### src/hdl/aux_seq_defines.svh
// register offsets, field positions, reset values and timing counts of the auxiliary sequencer
`ifndef AUX_SEQ_DEFINES_SVH
`define AUX_SEQ_DEFINES_SVH

`define AUX_TIMING_OFFSET 8'h8c
`define AUX_SPARE_OFFSET 8'h8d
`define AUX_OFFSET_OFFSET 8'h8e

`define AUX_MODE_MSB 15
`define AUX_MODE_LSB 14
`define AUX_DELAY_MSB 10
`define AUX_DELAY_LSB 8
`define AUX_RATIO_MSB 1
`define AUX_RATIO_LSB 0
`define AUX_SPARE_MSB 7
`define AUX_SPARE_LSB 0

`define AUX_TIMING_RESET 16'h0000
`define AUX_SPARE_RESET 16'h0000
`define AUX_OFFSET_RESET 16'h0000

// settling delays, in master-clock periods
`define AUX_DELAY_0 13'h0010
`define AUX_DELAY_1 13'h0040
`define AUX_DELAY_2 13'h0080
`define AUX_DELAY_3 13'h0100
`define AUX_DELAY_4 13'h0200
`define AUX_DELAY_5 13'h0400
`define AUX_DELAY_6 13'h0800
`define AUX_DELAY_7 13'h1000

// conversion times per ratio, in master-clock periods
`define AUX_CONV_0 13'h0180
`define AUX_CONV_1 13'h0200
`define AUX_CONV_2 13'h0300
`define AUX_CONV_3 13'h0500

`endif

### src/hdl/aux_seq_pkg.sv
// types shared by the auxiliary sequencer configuration block
package aux_seq_pkg;

  typedef enum logic [1:0] {
    MODE_SW_ONCE = 2'h0,
    MODE_TRIG_ONCE = 2'h1,
    MODE_CONT_A = 2'h2,
    MODE_CONT_B = 2'h3
  } seq_mode_e;

  // gray order along idle -> settle -> convert
  typedef enum logic [1:0] {
    ST_IDLE = 2'h0,
    ST_SETTLE = 2'h1,
    ST_CONVERT = 2'h3
  } seq_state_e;

  typedef struct packed {
    logic wrEn;
    logic [7:0] addr;
    logic [15:0] data;
  } reg_req_s;

endpackage : aux_seq_pkg

### src/hdl/offset_subtract.sv
// offset removal with saturation for raw auxiliary results
`timescale 1ns/1ps
`include "aux_seq_defines.svh"

module offset_subtract #(
  parameter int WIDTH = 16
) (
  input wire logic clk, // master clock
  input wire logic sys_rst, // synchronous reset, high
  input wire logic inValid, // raw result strobe
  input wire logic [WIDTH-1:0] inData, // raw result, two's complement
  input wire logic [WIDTH-1:0] offsetWord, // aux_offset_word
  output logic outValid, // corrected result strobe
  output logic [WIDTH-1:0] outData // corrected result
);

  logic [WIDTH:0] diff;
  logic next_outValid;
  logic [WIDTH-1:0] next_outData;

  // one extra bit catches overflow; clip rather than wrap so a sign flip never appears
  always_comb begin
    diff = {inData[WIDTH-1], inData} - {offsetWord[WIDTH-1], offsetWord};
    next_outValid = inValid;
    next_outData = outData;
    if (inValid) begin
      if (diff[WIDTH] != diff[WIDTH-1]) begin
        next_outData = diff[WIDTH] ? {1'b1, {(WIDTH-1){1'b0}}} : {1'b0, {(WIDTH-1){1'b1}}};
      end else begin
        next_outData = diff[WIDTH-1:0];
      end
    end
  end

  always_ff @(posedge clk) begin
    if (sys_rst) begin
      outValid <= 1'b0;
      outData <= '0;
    end else begin
      outValid <= next_outValid;
      outData <= next_outData;
    end
  end
endmodule : offset_subtract

### src/hdl/aux_seq_config.sv
// sequencer start, settling delay, ratio and offset configuration of the auxiliary converter
// Behaviour
// - a two-bit mode field picks how sequences start, and the start bit aborts and restarts any sequence in all modes.
// - in mode 00b each start bit runs the configured sequence once and then stops.
// - in mode 01b a single sequence starts on a falling data-ready edge of the primary converter or on the start bit.
// - in mode 01b data-ready edges seen while a sequence runs are ignored and neither abort nor restart it.
// - modes 10b and 11b both run continuously once started by the start bit, repeating with no further trigger.
// - before each step a settling delay of 16, 64, 128, 256, 512, 1024, 2048 or 4096 clocks is waited, per a 3-bit code.
// - a two-bit ratio code picks 64, 128, 256 or 512 with conversion times of 384, 512, 768 or 1280 clocks.
// - the spare register holds eight writable bits with no effect and its upper eight bits read zero.
// - the offset word is a 16-bit two's complement value whose step size halves at gains 2 and 4.
`timescale 1ns/1ps
`include "aux_seq_defines.svh"

module aux_seq_config #(
  parameter int CW = 13, // width of the timing counter
  parameter int DW = 16 // result and register width
) (
  input wire logic clk, // master clock, 20 MHz
  input wire logic sys_rst, // synchronous reset, high
  input wire aux_seq_pkg::reg_req_s regReq, // register write from the serial front end
  input wire logic [7:0] regRdAddr, // register read address
  output logic [DW-1:0] regRdData, // read data, one cycle after address
  input wire logic sequenceStartBit, // one-cycle pulse when the start bit is written
  input wire logic auxConverterEnable, // converter enable level
  input wire logic [1:0] lastStep, // index of the final enabled step
  input wire logic primaryDataReadyN, // data-ready pin of the primary converter, low active
  input wire logic rawValid, // raw result strobe from the modulator filter
  input wire logic [DW-1:0] rawData, // raw result, two's complement
  output logic seqBusy, // a sequence is running
  output logic convStart, // pulse: conversion of a step begins
  output logic [1:0] sequenceCounter, // current step index
  output logic [1:0] auxRatioSelect, // ratio code for the filter
  output logic corrValid, // corrected result strobe
  output logic [DW-1:0] corrData // offset-corrected result
);

  logic [DW-1:0] timingReg, spareReg, offsetReg;
  logic [DW-1:0] next_timingReg, next_spareReg, next_offsetReg, next_regRdData;
  aux_seq_pkg::seq_state_e state, next_state;
  logic [CW-1:0] cnt, next_cnt;
  logic [1:0] next_sequenceCounter;
  logic next_convStart, next_seqBusy;
  logic drdySync1, drdySync2, drdyPrev;
  logic drdyFall, restart, stepDone;
  logic [1:0] mode;
  logic [CW-1:0] delayCycles, convCycles;

  assign mode = timingReg[`AUX_MODE_MSB:`AUX_MODE_LSB];

  // settling delay lookup
  function automatic logic [CW-1:0] delay_of(input logic [2:0] sel);
    case (sel)
      3'h0: delay_of = `AUX_DELAY_0;
      3'h1: delay_of = `AUX_DELAY_1;
      3'h2: delay_of = `AUX_DELAY_2;
      3'h3: delay_of = `AUX_DELAY_3;
      3'h4: delay_of = `AUX_DELAY_4;
      3'h5: delay_of = `AUX_DELAY_5;
      3'h6: delay_of = `AUX_DELAY_6;
      default: delay_of = `AUX_DELAY_7;
    endcase
  endfunction : delay_of

  // conversion time lookup per ratio
  function automatic logic [CW-1:0] conv_of(input logic [1:0] sel);
    case (sel)
      2'h0: conv_of = `AUX_CONV_0;
      2'h1: conv_of = `AUX_CONV_1;
      2'h2: conv_of = `AUX_CONV_2;
      default: conv_of = `AUX_CONV_3;
    endcase
  endfunction : conv_of

  assign delayCycles = delay_of(timingReg[`AUX_DELAY_MSB:`AUX_DELAY_LSB]);
  assign convCycles = conv_of(timingReg[`AUX_RATIO_MSB:`AUX_RATIO_LSB]);

  // data-ready pin crosses in by two flops; edge detect only looks at the second
  always_ff @(posedge clk) begin
    if (sys_rst) begin
      drdySync1 <= 1'b1;
      drdySync2 <= 1'b1;
      drdyPrev <= 1'b1;
    end else begin
      drdySync1 <= primaryDataReadyN;
      drdySync2 <= drdySync1;
      drdyPrev <= drdySync2;
    end
  end

  assign drdyFall = drdyPrev && !drdySync2;

  // register writes and readback; reserved bits are never stored so they read zero
  always_comb begin
    next_timingReg = timingReg;
    next_spareReg = spareReg;
    next_offsetReg = offsetReg;
    if (regReq.wrEn) begin
      case (regReq.addr)
        `AUX_TIMING_OFFSET: begin
          next_timingReg = '0;
          next_timingReg[`AUX_MODE_MSB:`AUX_MODE_LSB] = regReq.data[`AUX_MODE_MSB:`AUX_MODE_LSB];
          next_timingReg[`AUX_DELAY_MSB:`AUX_DELAY_LSB] = regReq.data[`AUX_DELAY_MSB:`AUX_DELAY_LSB];
          next_timingReg[`AUX_RATIO_MSB:`AUX_RATIO_LSB] = regReq.data[`AUX_RATIO_MSB:`AUX_RATIO_LSB];
        end
        `AUX_SPARE_OFFSET: begin
          next_spareReg = '0;
          next_spareReg[`AUX_SPARE_MSB:`AUX_SPARE_LSB] = regReq.data[`AUX_SPARE_MSB:`AUX_SPARE_LSB];
        end
        `AUX_OFFSET_OFFSET: next_offsetReg = regReq.data;
        default: next_offsetReg = offsetReg;
      endcase
    end
    case (regRdAddr)
      `AUX_TIMING_OFFSET: next_regRdData = timingReg;
      `AUX_SPARE_OFFSET: next_regRdData = spareReg;
      `AUX_OFFSET_OFFSET: next_regRdData = offsetReg;
      default: next_regRdData = '0;
    endcase
  end

  always_ff @(posedge clk) begin
    if (sys_rst) begin
      timingReg <= `AUX_TIMING_RESET;
      spareReg <= `AUX_SPARE_RESET;
      offsetReg <= `AUX_OFFSET_RESET;
      regRdData <= '0;
    end else begin
      timingReg <= next_timingReg;
      spareReg <= next_spareReg;
      offsetReg <= next_offsetReg;
      regRdData <= next_regRdData;
    end
  end

  // start bit restarts in every mode; a data-ready edge only counts while idle in mode 01b
  assign restart = sequenceStartBit ||
    (mode == aux_seq_pkg::MODE_TRIG_ONCE && drdyFall && state == aux_seq_pkg::ST_IDLE);
  assign stepDone = state == aux_seq_pkg::ST_CONVERT && cnt == '0;

  // sequencer: settle for the delay, convert for the ratio's time, then next step
  always_comb begin
    next_state = state;
    next_cnt = cnt;
    next_sequenceCounter = sequenceCounter;
    next_convStart = 1'b0;
    if (!auxConverterEnable) begin
      next_state = aux_seq_pkg::ST_IDLE; // disabling clears the step counter
      next_cnt = '0;
      next_sequenceCounter = 2'h0;
    end else if (restart) begin
      next_state = aux_seq_pkg::ST_SETTLE;
      next_cnt = delayCycles - 1'b1;
      next_sequenceCounter = 2'h0;
    end else begin
      case (state)
        aux_seq_pkg::ST_IDLE: next_cnt = '0;
        aux_seq_pkg::ST_SETTLE: begin
          if (cnt == '0) begin
            next_state = aux_seq_pkg::ST_CONVERT;
            next_cnt = convCycles - 1'b1;
            next_convStart = 1'b1;
          end else begin
            next_cnt = cnt - 1'b1;
          end
        end
        aux_seq_pkg::ST_CONVERT: begin
          if (cnt != '0) begin
            next_cnt = cnt - 1'b1;
          end else if (sequenceCounter != lastStep) begin
            next_state = aux_seq_pkg::ST_SETTLE;
            next_cnt = delayCycles - 1'b1;
            next_sequenceCounter = sequenceCounter + 2'h1;
          end else if (mode[1]) begin
            next_state = aux_seq_pkg::ST_SETTLE;
            next_cnt = delayCycles - 1'b1;
            next_sequenceCounter = 2'h0;
          end else begin
            next_state = aux_seq_pkg::ST_IDLE;
          end
        end
        default: next_state = aux_seq_pkg::ST_IDLE;
      endcase
    end
    next_seqBusy = next_state != aux_seq_pkg::ST_IDLE;
  end

  always_ff @(posedge clk) begin
    if (sys_rst) begin
      state <= aux_seq_pkg::ST_IDLE;
      cnt <= '0;
      sequenceCounter <= 2'h0;
      convStart <= 1'b0;
      seqBusy <= 1'b0;
      auxRatioSelect <= 2'h0;
    end else begin
      state <= next_state;
      cnt <= next_cnt;
      sequenceCounter <= next_sequenceCounter;
      convStart <= next_convStart;
      seqBusy <= next_seqBusy;
      auxRatioSelect <= timingReg[`AUX_RATIO_MSB:`AUX_RATIO_LSB];
    end
  end

  // corrected result goes to gain correction downstream
  offset_subtract #(.WIDTH(DW)) offsetStage (
    .clk(clk),
    .sys_rst(sys_rst),
    .inValid(rawValid),
    .inData(rawData),
    .offsetWord(offsetReg),
    .outValid(corrValid),
    .outData(corrData)
  );

  // helper counters of time spent in each phase, read only by checks
  logic [CW-1:0] settleRun, convRun;
  always_ff @(posedge clk) begin
    if (sys_rst) begin
      settleRun <= '0;
      convRun <= '0;
    end else begin
      settleRun <= (state == aux_seq_pkg::ST_SETTLE && !(restart && auxConverterEnable)) ? settleRun + 1'b1 : '0;
      convRun <= (state == aux_seq_pkg::ST_CONVERT && next_state == aux_seq_pkg::ST_CONVERT) ? convRun + 1'b1 : '0;
    end
  end
endmodule : aux_seq_config

### config.mk
export PLATFORM = sky130hd
export DESIGN_NAME = aux_seq_config
export DESIGN_NICKNAME = d
export VERILOG_FILES = /design/src/hdl/aux_seq_pkg.sv /design/src/hdl/offset_subtract.sv /design/src/hdl/aux_seq_config.sv
export VERILOG_INCLUDE_DIRS = /design/src /design/src/hdl
export SDC_FILE = /design/constraint.sdc
export NUM_CORES = 1
export LEC_CHECK = 0
export BUFFER_PORTS_ARGS = -buffer_cell sky130_fd_sc_hd__buf_2
export CAP_MARGIN = 10
export CORE_UTILIZATION = 40
export DETAILED_ROUTE_END_ITERATION = 12
export GPL_ROUTABILITY_DRIVEN = 0
export HOLD_SLACK_MARGIN = 0.15
export SETUP_SLACK_MARGIN = 0.1
export SLEW_MARGIN = 10
export SYNTH_ARGS = -nofsm -noshare
export SYNTH_HDL_FRONTEND = slang
export SYNTH_SLANG_ARGS = --single-unit
export TNS_END_PERCENT = 20
### constraint.sdc
create_clock -name clk -period 3.1 [get_ports clk]
set_clock_uncertainty 0.05 [all_clocks]
set_input_delay 0.62 -clock clk [delete_from_list [all_inputs] [get_ports clk]]
set_output_delay 0.62 -clock clk [all_outputs]
set_load 0.01 [all_outputs]
==> results of run 1 <==
==> worst register-to-register path: stages, from the launching register on <==
cell and delay (ps):
dfxtp_1 360, ha_1 230, fa_1 400, nand2b_1 180, a21o_1 180, and2_1 160
o21ai_1 210, a21oi_2 250, maj3_1 390, a211oi_1 240
==> layout by cell type, fill, tap and decap left out, drive strengths merged, types with 6 or more instances in the layout <==
cell type,n
o21ai,17
ha,23
nand3,12
nor3,9
nor4,6
dfxtp,88
o211ai,10
a22oi,9
buf,108
nor2,85
nor2b,8
nand2b,11
clkbuf,13
nand2,62
a21o,6
mux2i,26
a21oi,45
maj3,15
xnor2,11
inv,27
xor2,12
a211oi,16
==> worst min-delay path by stage <==
stage | end | slack (ps) | depth (start not counted)
after detailed placement | drdySync2$_SDFF_PP1_ | 390 | 1
final | drdyPrev$_SDFF_PP1_ | 410 | 1
after floorplan | drdySync2$_SDFF_PP1_ | 340 | 1
after CTS | drdySync2$_SDFF_PP1_ | 410 | 1
after global routing | drdySync1$_SDFF_PP1_ | 410 | 2
after global placement | drdySync2$_SDFF_PP1_ | 370 | 1
==> synth_stat cells (4+ instances only) <==
master,n
o21ai_0,9
nand2_1,62
a31oi_1,5
o21ai_1,7
clkbuf_1,21
maj3_2,12
and3_1,5
or2_2,4
o211ai_1,10
nor2b_1,8
mux2i_1,26
a21o_1,6
a21oi_1,42
buf_2,5
ha_1,23
o21a_1,4
nand2b_1,11
nor2_1,85
inv_1,27
xor2_1,12
nand3_1,12
xnor2_1,11
nor4_1,5
a211oi_1,6
dfxtp_1,88
nor3_1,6
a211oi_2,10
a22oi_1,9
==> flip-flops by register name (all words and copies together) (netlist names), 2 cells and up <==
signal,cells
auxRatioSelect,2
cnt,13
offsetReg,16
offsetStage.outData,16
regRdData,16
sequenceCounter,2
spareReg,8
state,2
timingReg,7
==> kinds of logic (layout without fill, tap and decap cells) <==
| logic type | after synthesis | after routing | share of synthesized area |
|---|---|---|---|
| simple gates | 225 | 225 | 0.222 |
| compound gates | 128 | 128 | 0.178 |
| flops | 88 | 88 | 0.359 |
| buf+inv | 56 | 151 | 0.0464 |
| fa+ha+maj | 39 | 39 | 0.0963 |
| mux | 28 | 28 | 0.0576 |
| xor+xnor | 23 | 23 | 0.0410 |
==> power by group <==
| part | internal (mW) | switching (mW) | leakage [nW] |
|---|---|---|---|
| clock | 0.728 | 0.447 | 0.154 |
| sequential | 1.16 | 0.0170 | 0.715 |
| combinational | 0.171 | 0.217 | 1.56 |
| total | 2.06 | 0.681 | 2.43 |
==> area by class of cell <==
type                       count  share of cell area
inverter                      27              0.0173
clock buffer                  13              0.0427
multi-input combinational    443               0.499
tap                          147              0.0314
sequential                    88               0.300
timing repair buffer         108              0.0977
clock inverter                 3              0.0111
==> layer usage <==
| metal | share of wire | vias to the layer above | wire, µm | global-route usage |
|---|---|---|---|---|
| met3 | 0.038 | 15 | 457 | 0.0445 |
| met1 | 0.43 | 2067 | 5200 | 0.225 |
| met4 | 0.015 | 0 | 183 | 0.0649 |
| li1 | - | 2233 | - | - |
| met5 | 0 | - | 0 | 0 |
| met2 | 0.52 | 102 | 6230 | 0.355 |
==> results by group, run 1 <==
Logic synthesis
  • Synth Cell Area: 4910 µm²
  • Share of the synthesized area in the top cell type: 0.359
  • Number of distinct library cells after synthesis: 62
  • Primary FF master, synth: dfxtp_1
  • Syn. warnings: 0
  • Number of synthesized flops with an enable pin: 0
  • Synth Register Bits: 88
  • Synth area leader: dfxtp_1
  • Synth area leaders: dfxtp_1 (36%), nor2_1 (6.5%), ha_1 (5.9%)
  • Synth Net Count: 668
  • Syn Area/Cell: 8.37 µm²
  • Syn Inst Count: 587
  • Ys async rst share: 0
  • Sequential fraction of the synthesis area: 0.359

Setup path
  • Data arrival, critical path: 2940 ps
  • CP required: 3310 ps
  • Critical-path cell with the highest stage delay: fa_1
  • Startpoint types: input pin
  • Crit Path Class: in -> reg
  • Slowest stage delay, CP: 400 ps
  • Worst r2r dst: offsetStage.outData[8]$_SDFFE_PP0P_
  • Setup crit end: offsetStage.outData[8]$_SDFFE_PP0P_
  • Capturing element type of the critical path: register
  • CP bufs+invs: 2
  • CP cell instances: buf_2 -> inv_1 -> ha_1 -> fa_1 -> nand2b_1 -> a21o_1 -> and2_1 -> o21ai_1 -> a21oi_2 -> maj3_1 -> a211oi_1
  • Cell family with most CP delay: adder cells
  • Internal reg-to-reg setup slack: 390 ps
  • R2R cell count: 9
  • Crit. path cell count: 11
  • R2r startpoint: offsetReg[0]$_SDFFE_PP0P_
  • Worst setup startpoint: rawData[0]
  • CP max FO: 16

Place
  • Hpwl dp: 9.06 mm
  • Placed instance area: 5550 µm²
  • DP Worst Slack: 9.19 ps
  • Buffers on Ports: 95
  • Placed insts: 813

Layout
  • Final net count: 758
  • Final core utilization: 0.488
  • Fraction of layout cells with a size suffix above 1: 0.238
  • Multi-input gate area in the final layout: 2930 µm²
  • Finished Layout Cells: 829
  • Register area: 1760 µm²
  • Ant. Diodes: 0
  • Area growth from synthesis to layout: 19.4%
  • Layout fillers: 1180
  • Final Cell Area: 5860 µm²

Floorplanning
  • Core area: 12000 µm²
  • IO Pins: 96
  • Die height: 113 µm
  • Die W: 113 µm
  • Number of cell rows: 40
  • Die ar.: 12700 µm²
  • Initial core utilization: 0.409

GRT
  • Largest net degree at the start of global routing: 55
  • Initial antenna violation count: 0
  • First-pass GRT wire length: 19.7 mm
  • All-Layer GR Usage: 0.195
  • Vias in the first global route: 4179
  • Global route total overflow: 0

Power and ir drop
  • Power Density: 467 nW/µm²
  • Pwr Total: 2.74 mW
  • P_leak: 2.43 nW
  • Max IR drop VDD: 0.000222 V

STA
  • RSZ-0062 raised after global routing: no
  • Hold_ws: 405 ps
  • Setup TNS: 0 ps
  • Final setup viols: 0
  • Fmax: 366 MHz
  • Fin crit period: 2730 ps
  • Worst setup margin: 365 ps
  • Max-slew headroom: 0.450
  • Hold Fails Final Rpt: 0
  • Slew @ Worst Pin: 825 ps
  • Fin crit share: 0.882
  • Final Max Slew Viols: 0

Clock network
  • CTS tree: done
  • Total CTS buffers: 9
  • Clock Path Buffers: 2
  • Setup bufs post-CTS: 0
  • Htree depth: 3
  • Clock slew at the register clock pins of the worst setup and hold paths: 60 ps
  • CTS resizes: 0
  • Hold buffers post-CTS: 0
  • Later-pin clock latency in the skew report: 340 ps
  • CTS Root Cell: clkbuf_16
  • Clk sinks: 88

Route
  • Routed length per instance: 14.6 µm
  • Iteration-0 DRC Markers: 267
  • Drt total wl: 12.1 mm
  • First-pass DRT Iterations: 5
  • Via Count: 4417
  • Final ANT Viol Nets: 0
  • Residual DRC count: 0
  • Vias per cell: 5.33

Job
  • Max-Cap Viols: 0

Status
  • Outcome: finished, final reports clean

Hold path
  • Type of the worst min-delay path: reg -> reg
  • HP Start: drdySync2$_SDFF_PP1_
Note: power is estimated with default switching activity, not from simulation.
==> inputs of run 2 (changes only) <==
--- a/config.mk
+++ b/config.mk
@@ -11,2 +11,3 @@
 export CORE_UTILIZATION = 40
+export CTS_BUF_LIST = sky130_fd_sc_hd__clkbuf_8
 export DETAILED_ROUTE_END_ITERATION = 12
--- a/constraint.sdc
+++ b/constraint.sdc
@@ -4,2 +4,2 @@
 set_output_delay 0.62 -clock clk [all_outputs]
-set_load 0.01 [all_outputs]
+set_load 0.1 [all_outputs]
==> results by group, run 2 (same netlist as run 1, synthesis figures left out) <==
Clock network
  • Clock slew at the register clock pins of the worst setup and hold paths: 90 ps (+30 ps)
  • Htree depth: 3 (unchanged)
  • Setup bufs post-CTS: 0 (unchanged)
  • Later-pin clock latency in the skew report: 370 ps (+30 ps)
  • Clk sinks: 88 (unchanged)
  • CTS Root Cell: clkbuf_8
  • CTS tree: done
  • Hold buffers post-CTS: 0 (unchanged)
  • Clock Path Buffers: 2 (unchanged)
  • Total CTS buffers: 9 (unchanged)
  • CTS resizes: 0 (unchanged)

Layout
  • Final core utilization: 0.480 (-0.00844)
  • Commonest cells after routing, fill and taps aside: buf_2 (95), dfxtp_1 (88), nor2_1 (85), nand2_1 (62), a21oi_1 (42)
  • Area growth from synthesis to layout: 17.3%
  • Biggest regs: offsetReg x16, offsetStage.outData x16, regRdData x16
  • Finished Layout Cells: 829 (unchanged)
  • Final net count: 758 (unchanged)
  • Ant. Diodes: 0 (unchanged)
  • Fraction of layout cells with a size suffix above 1: 0.238 (unchanged)
  • Commonest non-fill, non-tap cell in the layout: buf_2

GRT
  • Vias in the first global route: 4127 (-1.2%)
  • Largest net degree at the start of global routing: 55 (unchanged)
  • First-pass GRT wire length: 19.6 mm (-0.31%)
  • Global route total overflow: 0 (unchanged)
  • Initial antenna violation count: 0 (unchanged)
  • All-Layer GR Usage: 0.195 (about the same)

STA
  • Fin crit share: 0.880 (-0.00226)
  • Hold Fails Final Rpt: 0 (unchanged)
  • Final Max Slew Viols: 0 (unchanged)
  • Fmax: 367 MHz (+0.26%)
  • Setup TNS: 0 ps (unchanged)
  • Slew @ Worst Pin: 821 ps (-3.86 ps)
  • Max-slew headroom: 0.453 (+0.00257)
  • RSZ-0062 raised after global routing: no
  • Final setup viols: 0 (unchanged)
  • Fin crit period: 2730 ps (-7.00 ps)
  • Hold_ws: 388 ps (-17.4 ps)

Power and ir drop
  • Max IR drop VDD: 0.000204 V (-7.8%)
  • Pwr Total: 2.58 mW (-5.6%)
  • P_leak: 2.39 nW (-1.4%)
  • Power Density: 448 nW/µm² (-4.0%)

Floorplanning
  • Die height: 113 µm (unchanged)
  • Initial core utilization: 0.409 (unchanged)
  • Die W: 113 µm (unchanged)
  • Number of cell rows: 40 (unchanged)
  • Die ar.: 12700 µm² (unchanged)
  • IO Pins: 96 (unchanged)
  • Core area: 12000 µm² (unchanged)

Setup path
  • Cell family with most CP delay: compound AO/OA/AOI/OAI gates
  • CP cell instances: inv_1 -> ha_1 -> a21o_1 -> nor2b_1 -> a211o_1 -> o31a_1 -> nand4_4 -> maj3_1 -> a211oi_1
  • CP bufs+invs: 1 (-1)
  • Crit Path Class: reg -> reg
  • CP required: 3340 ps (+30 ps)
  • CP max FO: 15 (-1)
  • Data arrival, critical path: 2970 ps (+30 ps)
  • Capturing element type of the critical path: register
  • Critical-path cell with the highest stage delay: maj3_1
  • Startpoint types: register
  • Slowest stage delay, CP: 420 ps (+20 ps)

Hold path
  • Type of the worst min-delay path: in -> reg

Route
  • Final ANT Viol Nets: 0 (unchanged)
  • First-pass DRT Iterations: 5 (unchanged)
  • Residual DRC count: 0 (unchanged)
  • Vias per cell: 5.36 (+0.52%)
  • Via Count: 4440 (+0.52%)
  • Drt total wl: 12.1 mm (about the same)
  • Routed length per instance: 14.6 µm (about the same)
  • Iteration-0 DRC Markers: 283 (+6.0%)

Place
  • Buffers on Ports: 95 (unchanged)
  • Placed insts: 813 (unchanged)
  • Hpwl dp: 9.06 mm (unchanged)

Job
  • Max-Cap Viols: 0 (unchanged)

Status
  • Outcome: finished, final reports clean
run 2: per-stage QoR:
step | setup slack [ps] | instance area (µm²)
after global placement | 100 | 5550
after floorplan | 233 | 4910
after CTS | 367 | 5760
after global routing | 123 | 5760
final | 372 | 5760
after detailed placement | 9.19 | 5550
run 2: worst reg2reg max path: stages (launching register included):
cell and delay [ps]:
dfxtp_1 370, inv_1 50, ha_1 360, a21o_1 230, nor2b_1 200, a211o_1 260
o31a_1 210, nand4_4 260, maj3_1 420, a211oi_1 240
run 2: path summary, 6_finish.rpt:
check | start | endpoint | slack (ps) | cells after the start
worst min register to register | drdySync1$_SDFF_PP1_ | drdySync2$_SDFF_PP1_ | 410 | 1
worst max-delay path | offsetReg[6]$_SDFFE_PP0P_ | offsetStage.outData[8]$_SDFFE_PP0P_ | 370 | 9
worst max register to register | offsetReg[6]$_SDFFE_PP0P_ | offsetStage.outData[8]$_SDFFE_PP0P_ | 370 | 9
worst min-delay path | primaryDataReadyN | drdySync1$_SDFF_PP1_ | 390 | 2
run 2: routing by layer:
layer  routed length (µm)  vias up  global-route usage
met5                    0        -                   0
met4                  267        0              0.0916
met3                  414       21              0.0300
met2                 6180      116               0.353
met1                 5220     2070               0.226
li1                     -     2233                   -
run 2: report_power, final:
part | internal (mW) | switching, mW
clock | 0.467 | 0.421
combinational | 0.171 | 0.352
sequential | 1.16 | 0.0169
total | 1.79 | 0.790
run 2: cell type report:
| cell class | instances | area (µm²) |
|---|---|---|
| timing repair buffer | 108 | 573 |
| tap | 147 | 184 |
| fill | 1188 | 6250 |
| inverter | 27 | 101 |
| clock buffer | 10 | 138 |
| multi-input combinational | 443 | 2930 |
| clock inverter | 6 | 76.3 |
| sequential | 88 | 1760 |
